**src/hw/rivm_pkg.sv**
```systemverilog
// Package with source indices, table constants and widths for the vector map
package rivm_pkg;
  localparam int PC_WIDTH = 12;
  localparam int SRC_COUNT = 25;
  localparam int SRC_IDX_WIDTH = 5;
  localparam logic [PC_WIDTH-1:0] RESET_WORD = 12'h000;
  localparam logic [PC_WIDTH-1:0] TABLE_FIRST = 12'h001;
  localparam logic [PC_WIDTH-1:0] BOOT_RESET_DEFAULT = 12'hC00;
  localparam logic FUSE_UNPROGRAMMED = 1'b1;
  localparam logic FUSE_PROGRAMMED = 1'b0;
  // Source index n (0..24) is vector number n+2, word n+1
  localparam logic [SRC_IDX_WIDTH-1:0] SRC_EXT0 = 5'h00;
  localparam logic [SRC_IDX_WIDTH-1:0] SRC_EXT1 = 5'h01;
  localparam logic [SRC_IDX_WIDTH-1:0] SRC_PCG0 = 5'h02;
  localparam logic [SRC_IDX_WIDTH-1:0] SRC_PCG2 = 5'h04;
  localparam logic [SRC_IDX_WIDTH-1:0] SRC_WDOG = 5'h05;
  localparam logic [SRC_IDX_WIDTH-1:0] SRC_T2CMPA = 5'h06;
  localparam logic [SRC_IDX_WIDTH-1:0] SRC_T2OVF = 5'h08;
  localparam logic [SRC_IDX_WIDTH-1:0] SRC_T1CAPT = 5'h09;
  localparam logic [SRC_IDX_WIDTH-1:0] SRC_T1OVF = 5'h0C;
  localparam logic [SRC_IDX_WIDTH-1:0] SRC_T0CMPA = 5'h0D;
  localparam logic [SRC_IDX_WIDTH-1:0] SRC_T0OVF = 5'h0F;
  localparam logic [SRC_IDX_WIDTH-1:0] SRC_SPI = 5'h10;
  localparam logic [SRC_IDX_WIDTH-1:0] SRC_SERRX = 5'h11;
  localparam logic [SRC_IDX_WIDTH-1:0] SRC_SERTX = 5'h13;
  localparam logic [SRC_IDX_WIDTH-1:0] SRC_ADC = 5'h14;
  localparam logic [SRC_IDX_WIDTH-1:0] SRC_TWOWIRE = 5'h17;
  localparam logic [SRC_IDX_WIDTH-1:0] SRC_PMWRITE = 5'h18;
  typedef enum logic [1:0] {
    FETCH_NONE,
    FETCH_RESET,
    FETCH_IRQ
  } rivm_fetch_type;
endpackage

```
**src/hw/rivm_vector_map.sv**
```systemverilog
// Reset and interrupt vector address generator for the core fetch unit
// Contract
// - All reset causes share one vector, word zero or boot address
// - External requests zero/one at words 1, 2
// - Pin change groups 3-5, watchdog word 6
// - Timer two: compare A/B, overflow 7-9
// - Timer one: capture, compare A/B, overflow A-D
// - Timer zero: compare A/B, overflow E-10
// - SPI 11, serial receive/empty/transmit 12-14
// - ADC, data mem, comparator, two-wire, write 15-19
// - Programmed fuse starts reset at boot address
// - Vector-select adds boot section start to table
// - Fuse and select bit act independently
// - Fuse one unprogrammed, zero programmed
// - Vector fetched only on reset or enabled dispatch
`timescale 1ns/1ps
`default_nettype none
module rivm_vector_map
  import rivm_pkg::*;
#(
  parameter logic [rivm_pkg::PC_WIDTH-1:0] BOOT_RESET_ADDR =
    rivm_pkg::BOOT_RESET_DEFAULT
) (
  input  wire logic                              clk,            // Core clock
  input  wire logic                              rst_n,          // Async reset
  input  wire logic                              bootResetFuse,  // Fuse, 0=prog
  input  wire logic                              vectorTableSelectBit, // Table
  input  wire logic                              dispatchReq,    // Irq taken
  input  wire logic [rivm_pkg::SRC_IDX_WIDTH-1:0] dispatchSrc,   // Source 0..24
  output logic                                   fetchValid,     // Vector out
  output logic [rivm_pkg::PC_WIDTH-1:0]          fetchAddr,      // Vector word
  output var rivm_pkg::rivm_fetch_type           fetchKind       // Reset/irq
);
  import rivm_pkg::*;

  // Word offset of a peripheral source inside the table (vector no. minus 1)
  function automatic logic [PC_WIDTH-1:0] srcOffset(
    input logic [SRC_IDX_WIDTH-1:0] src
  );
    srcOffset = TABLE_FIRST + PC_WIDTH'(src);
  endfunction

  logic                  fuseLatched;
  logic                  fuseCaught;
  logic                  next_fuseLatched;
  logic                  next_fuseCaught;
  logic                  resetPending;
  logic                  next_resetPending;
  logic                  next_fetchValid;
  logic [PC_WIDTH-1:0]   next_fetchAddr;
  rivm_fetch_type        next_fetchKind;
  logic [PC_WIDTH-1:0]   resetAddr;
  logic [PC_WIDTH-1:0]   tableBase;
  logic                  srcLegal;

  // Reset address and table base, chosen independently
  always_comb begin
    resetAddr = (fuseLatched == FUSE_PROGRAMMED) ? BOOT_RESET_ADDR
                                                 : RESET_WORD;
    tableBase = vectorTableSelectBit ? BOOT_RESET_ADDR
                                     : '0;
    srcLegal = (dispatchSrc < SRC_IDX_WIDTH'(SRC_COUNT));
  end

  // Fuse is caught once after reset release; reset fetch follows it
  always_comb begin
    next_fuseCaught = 1'b1;
    next_fuseLatched = fuseCaught ? fuseLatched : bootResetFuse;
    next_resetPending = resetPending && !fuseCaught;
    next_fetchValid = 1'b0;
    next_fetchAddr = fetchAddr;
    next_fetchKind = FETCH_NONE;
    if (resetPending && fuseCaught) begin
      next_fetchValid = 1'b1;
      next_fetchAddr = resetAddr;
      next_fetchKind = FETCH_RESET;
      next_resetPending = 1'b0;
    end else if (!resetPending && dispatchReq && srcLegal) begin
      next_fetchValid = 1'b1;
      next_fetchAddr = PC_WIDTH'(tableBase + srcOffset(dispatchSrc));
      next_fetchKind = FETCH_IRQ;
    end
  end

  // State registers
  always_ff @(posedge clk or negedge rst_n) begin
    if (!rst_n) begin
      fuseCaught <= 1'b0;
      fuseLatched <= FUSE_UNPROGRAMMED;
      resetPending <= 1'b1;
      fetchValid <= 1'b0;
      fetchAddr <= RESET_WORD;
      fetchKind <= FETCH_NONE;
    end else begin
      fuseCaught <= next_fuseCaught;
      fuseLatched <= next_fuseLatched;
      resetPending <= next_resetPending;
      fetchValid <= next_fetchValid;
      fetchAddr <= next_fetchAddr;
      fetchKind <= next_fetchKind;
    end
  end
endmodule
`default_nettype wire

```
**config.mk**
```make
export PLATFORM = sky130hd
export DESIGN_NAME = rivm_vector_map
export DESIGN_NICKNAME = d
export VERILOG_FILES = /design/src/hw/rivm_pkg.sv /design/src/hw/rivm_vector_map.sv
export SDC_FILE = /design/constraint.sdc
export NUM_CORES = 1
export LEC_CHECK = 0
export BUFFER_PORTS_ARGS = -buffer_cell sky130_fd_sc_hd__buf_2
export CAP_MARGIN = 20
export CORE_UTILIZATION = 40
export DETAILED_ROUTE_END_ITERATION = 16
export MAX_ROUTING_LAYER = met4
export PLACE_DENSITY = 0.68
export SYNTH_ARGS = -nofsm -noshare
export SYNTH_HDL_FRONTEND = slang
export SYNTH_SLANG_ARGS = --single-unit
```
**constraint.sdc**
```tcl
create_clock -name clk -period 1 [get_ports clk]
set_input_delay 0.1 -clock clk [delete_from_list [all_inputs] [get_ports clk]]
set_output_delay 0.1 -clock clk [all_outputs]
set_load 0.01 [all_outputs]
```
After elaboration in Yosys (flattened, before gate mapping). Cells that the tools add are included.

Flip-flop bits (word level): 18. Input bits: 10. Output and inout bits: 15. Word-level logic and storage cells: 25.

Add/sub/neg operators: 2. $lt $le $gt $ge: 1. Mux-type cells: 9. Reductions and logical operators: 7.

Operators with widths (number): 12-bit two-way mux (4); 12-bit by 6-bit adder with 12-bit output (1); 1-bit by 5-bit adder with 6-bit output, first input constant (1); 5-bit < comparator, second input constant (1); 1-bit logical AND (4); 2-bit two-way mux (2); 1-bit two-way mux (3); 1-bit logical NOT (2); 2-bit nonzero test (1).

Depth between registers and ports, before layout. Gate-level depths: netlist of run 1.

Depth in word-level cells: 5. Mapped depth: 4. Depth with buffers taken out: 4.

Worst setup path before layout of run 1. OpenSTA, ideal clock, no wires.

Path kind: reg2reg. Start: reg resetPending. End: reg fetchAddr[0] in the netlist's numbering. Setup time: 0.077 ns. Arrival time: 0.977 ns. Required time: 0.923 ns. Setup slack: -0.054 ns. Stages on the path, launching flop included: 4. Path buffers: 0. Clock period less this slack: 1.054 ns. Cells stage by stage: dfstp_2 nand2b_1 or3_1 a21oi_1.

Longest elaborated chain between the ends: 4. Elaborated cells on any way between the ends: 6. Those cells by class: mux: 1; reduce/logical: 5.

Ends and longest elaborated chain: start, declared (line rivm_vector_map.sv:47) `logic resetPending;`; start signal, assigned (line rivm_vector_map.sv:97) `resetPending <= next_resetPending;`; 1-bit logical NOT (line rivm_vector_map.sv:78) `end else if (!resetPending && dispatchReq && srcLegal) begin`; 1-bit logical AND (2 in series) (line rivm_vector_map.sv:78); 2-bit nonzero test (no source line); end signal, assigned (line rivm_vector_map.sv:99) `fetchAddr <= next_fetchAddr;`; end, declared (line rivm_vector_map.sv:31) `output logic [rivm_pkg::PC_WIDTH-1:0] fetchAddr,`.

Several ways; a longest one is shown, not always the timed one. A chain may end at the register's enable or synchronous reset.

Worst setup path in the final report of run 1. Same ends and word-level chain as after synthesis.

==> flow_summary.ini, run 1 <==
[critical_path]
cp.required_ns = 1.21
reg2reg_slack_ns = -0.06
end_kind = flip-flop
cp.arrival_ns = 1.28
cp_max_fo = 7
startpoint_type = flip-flop
path_class = flip-flop to flip-flop

[synth]
synth_top_family_by_area = compound AO/OA/AOI/OAI gates
avgSynthCellArea_um2 = 11.24
ys_warn_count = 0
syn_inst = 53
syn-cell-area_um2 = 595.6
synth_xor_area_frac = 0.04412
synth.distinct_cells = 20
synth_compound_area_frac = 0.1723
ys_seq_area_frac = 0.5504
synth_mux_area_frac = 0.01891
synth_fa_ha_area_frac = 0.02101
yosys.area_share.simple = 0.1050
yosys_register_bits = 13

[floorplanning]
die-area_mm2 = 0.001647
die_w_um = 40.59
initial_core_util = 0.4411
core_area_mm2 = 0.001350
io_pins = 25
rows = 13
die_y_um = 40.59

[outcome]
status = finished with violations
violations = negative setup slack

[routing]
dr_wl_met2_um = 543
dr.pass1.iters = 4
dr_wl_met3_um = 78
vias = 502
final_antenna_net_count = 0
via_per_inst = 5.122
drc = 0
wire_per_inst_um = 11.88
drt_iter0_markers = 8
drt-met1-wl_um = 535
wl_um = 1164
top_layer_used = met4

[sta]
fin_hold_ws_ns = 0.05534
setup_ws_ns = -0.06297
min_period_ns = 1.063
finalSetupViolCount = 7
hold_viol_final = 0
fin_crit_sh = 1.063
slew_violations = 0
fin_tns_setup_ns = -0.2076
fmax_ghz = 0.9408
skew_ns = 0.002618
grt_setup_unrepaired = true

[cts]
cts_tree = done
cts_sinks = 13
cts.clk_slew.worst_paths_ns = 0.08
htree_levels = 1
cts_setup_buffers = 0
clockBufferDepth = 2
clock_latency_ns = 0.28
cts-buffers-inserted = 3
cts_root_buffer = clkbuf_4

[power]
ir_worst_vdd_uv = 891.4
leakage_nw = 0.4049
powerDensity_mw_per_mm2 = 1441

[layout]
drive_gt1_frac = 0.4578
fin_util = 0.5894
nNetsFinal = 95
instances_no_fill = 98
num_antenna_cells = 0
area_growth_pct = 33.61
fin_area_um2 = 795.8
final_cell_mix = buf_2, dfrtp_1, buf_4
final_common_cell = buf_2

[placed_design]
gp_congestion = 0.8795
hpwl_um = 901.9
post-place-cells = 93
io_buffers = 20
place_area_um2 = 748.2

[flow_run]
maxCapViolCount = 0

[global_routing]
grt_pass1_vias = 446
grt_usage = 0.1865
grt_pass1_wl_um = 1869
gr-total-overflow = 0
grt_antenna_before_repair = 0
grt_max_degree = 14

[min_path]
hold_class = primary input to flip-flop
## flip-flops by register name, indices dropped and copies added, names as in the netlist
signal        count
fuseLatched       1
fetchValid        1
resetPending      1
fetchKind         2
fetchAddr         7
fuseCaught        1
## through the flow
stage,total power [mW],setup WS [ns]
floorplan,0.7242,-0.006802
global placement,0.8207,-0.1412
detailed placement,0.8242,-0.1760
CTS,1.150,-0.06854
global route,1.215,-0.1108
finish,1.147,-0.06297
## report_power, final
group          internal, mW  total [mW]  switching (mW)
Clock                 0.155       0.325           0.170
Sequential            0.573       0.598          0.0252
Combinational         0.107       0.224           0.117
## Yosys cell counts (all sizes together)
master,number,area (µm²)
buf,5,37.54
and3,1,6.260
nand3,4,20.02
dfstp,2,52.55
xnor2,1,8.760
o21ai,5,25.02
mux2,1,11.26
nand2b,1,6.260
o211ai,5,37.54
a21oi,2,10.01
inv,2,7.510
ha,1,12.51
or3,1,6.260
xor2,2,17.52
dfrtp,11,275.3
conb,2,7.510
o311a,1,21.27
nand2,3,11.26
o311ai,1,8.760
nor2b,2,12.51
## logic make-up after synthesis
family / count (synthesis)
AOI/OAI and AO/OA: 14
DFF: 13
and+or+nand+nor: 12
buffers and inverters: 7
xor gates and xnor gates: 3
other: 2
adders and majority gates: 1
muxes: 1
## final cells by class
class                      count  area [µm²]
inverter                       2       7.507
fill                         127       554.3
sequential                    13       327.8
tap                           15       18.77
clock buffer                   4       26.28
timing repair buffer          28       162.7
multi-input combinational     36       252.7
## timing repair
action / CTS / global route
hold endpoints to repair: 13 / 0
hold buffers: 1 / 0
pin swaps: 0 / 1
setup endpoints to repair: 9 / 9
gates resized for setup: 1 / 2
## critical path, stage by stage, from the launching register on
cell	delay [ns]
dfstp_2	0.39
nand2b_4	0.17
or3_4	0.33
a21oi_2	0.11
## path summary, 6_finish.rpt
path                                   startpoint                       end  depth (start not counted)
setup / recovery           resetPending$_DFF_PN1_  fetchAddr[0]$_DFFE_PN0P_                          3
hold / removal                      bootResetFuse   fuseLatched$_DFFE_PN1N_                          2
setup reg to reg           resetPending$_DFF_PN1_  fetchAddr[0]$_DFFE_PN0P_                          3
hold reg to reg              fuseCaught$_DFF_PN0_    resetPending$_DFF_PN1_                          1
max in group asynchronous                   rst_n    resetPending$_DFF_PN1_                          2
min in group asynchronous                   rst_n      fetchValid$_DFF_PN0_                          2
## metal layers
metal / vias up / track usage
met5: - / -
met4: 0 / 0.05833
met3: 2 / 0.1000
met2: 22 / 0.2698
met1: 239 / 0.2207
li1: 239 / -
Power figures use the tool's default switching activity.
==> run 2, diff against run 1 <==
==> constraint.sdc (replaced) <==
create_clock -name clk -period 1 [get_ports clk]
set_input_delay 0.25 -clock clk [delete_from_list [all_inputs] [get_ports clk]]
set_output_delay 0.25 -clock clk [all_outputs]
set_load 0.01 [all_outputs]
==> flow_summary.ini, run 2 (synthesis results as in run 1) <==
[outcome]
status = finished with violations
violations = negative setup slack

[placed_design]
place_area_um2 = 815.8
io_buffers = 20
pre_cts_slack_ns = -0.3409
gp_congestion = 0.7306
post-place-cells = 99
hpwl_um = 965.7

[routing]
drt_iter0_markers = 10
via_per_inst = 4.918
final_antenna_net_count = 0
drc = 0
wire_per_inst_um = 12.43
vias = 541
dr.pass1.iters = 4
wl_um = 1367

[layout]
multi_input_area_um2 = 275.3
top_regs = fetchAddr: 7 flops, fetchKind: 2 flops
num_antenna_cells = 0
final-seq-area_um2 = 327.8
drive_gt1_frac = 0.5474
fillers = 97
regMostFlops = fetchAddr
final_common_cell = buf_4
instances_no_fill = 110
final_cell_mix = buf_4, buf_2, dfrtp_1
nNetsFinal = 107
largest_reg_flops = 7
area_growth_pct = 59.45
fin_area_um2 = 949.7

[power]
powerDensity_mw_per_mm2 = 1308
ir_worst_vdd_uv = 912.0
total_power_mw = 1.242
leakage_nw = 0.4870

[cts]
clockBufferDepth = 2
cts_root_buffer = clkbuf_4
cts.clk_slew.worst_paths_ns = 0.08
cts_sinks = 13
htree_levels = 1
cts-buffers-inserted = 3
cts_tree = done
clock_latency_ns = 0.27

[global_routing]
grt_usage = 0.2035
grt_antenna_before_repair = 0
grt_max_degree = 14
grt_pass1_wl_um = 2097
grt_pass1_vias = 530
gr-total-overflow = 0

[min_path]
hold_depth = 2
worstHoldStart = bootResetFuse
hold_path_end = fuseLatched$_DFFE_PN1N_
hold_class = primary input to flip-flop

[sta]
finalSetupViolCount = 18
skew_ns = 0.005503
fmax_ghz = 0.9140
fin_tns_setup_ns = -0.6713
hold_viol_final = 0
min_period_ns = 1.094
grt_setup_unrepaired = true
fin_crit_sh = 1.094
setup_ws_ns = -0.09405
slew_violations = 0

[critical_path]
path_class = flip-flop to flip-flop
cp.arrival_ns = 1.30
cp.required_ns = 1.20
startpoint_type = flip-flop
reg2reg_slack_ns = -0.09
end_kind = flip-flop
reg2regPathDepth = 3
worstSetupStartpoint = resetPending$_DFF_PN1_
r2r_end = fetchAddr[0]$_DFFE_PN0P_
cp_max_fo = 7
r2r-start = resetPending$_DFF_PN1_

[floorplanning]
die-area_mm2 = 0.001647
io_pins = 25
initial_core_util = 0.4411
core_area_mm2 = 0.001350
die_y_um = 40.59
rows = 13
die_w_um = 40.59

[flow_run]
maxCapViolCount = 0
run 2: changes by cell type in the layout (fill, tap and decap cells not counted), sizes merged:
cell  before  now
buf       27   39
run 2: layout make-up:
class                           instances  share of cell area
Clock buffer                            4             0.02767
Inverter                                2            0.007905
Multi-Input combinational cell         36              0.2899
Sequential cell                        13              0.3452
Tap cell                               15             0.01976
Timing Repair Buffer                   40              0.3096
run 2: how the worst max path moves through the flow:
stage / end / slack (ns) / depth (start not counted)
floorplan: fetchAddr[0]$_DFFE_PN0P_ / -0.16 / 3
finish: fetchAddr[0]$_DFFE_PN0P_ / -0.09 / 3
global route: fetchAddr[1]$_DFFE_PN0P_ / -0.16 / 3
detailed placement: fetchAddr[10]$_DFFE_PN0P_ / -0.34 / 5
global placement: fetchAddr[0]$_DFFE_PN0P_ / -0.30 / 4
CTS: fetchAddr[0]$_DFFE_PN0P_ / -0.07 / 3
run 2: repair_timing:
item | in CTS | in global routing
hold endpoints to repair | 11 | 0
pin swaps | 1 | 2
resized for setup | 7 | 6
hold buffers | 1 | 0
endpoints found under the setup margin | 20 | 20
setup buffers | 4 | 2
run 2: stage by stage:
stage               hold slack (ns)  utilization
floorplan                  -0.04559            -
global placement             0.1431       0.6043
detailed placement           0.1492       0.6043
CTS                          0.2062       0.6701
global route                 0.2128       0.7034
finish                       0.2096       0.7034
run 2: routing by layer:
layer,GRT usage,vias up,routed length (µm)
met5,-,-,0
met4,0.1000,0,41
met3,0.03333,4,57
met2,0.3770,24,714
met1,0.2013,253,554
li1,-,260,-
run 2: worst max-delay path, cell delays in order, from the launching register on:
cell and delay [ns]:
dfstp_2 0.40, nand2b_4 0.17, or3_1 0.33, a21oi_2 0.12
run 2: power by group:
part           internal (mW)  switching, mW  leakage (nW)
sequential             0.573         0.0253         0.158
clock                  0.154          0.162        0.0150
combinational          0.182          0.145         0.314
total                  0.909          0.333         0.487
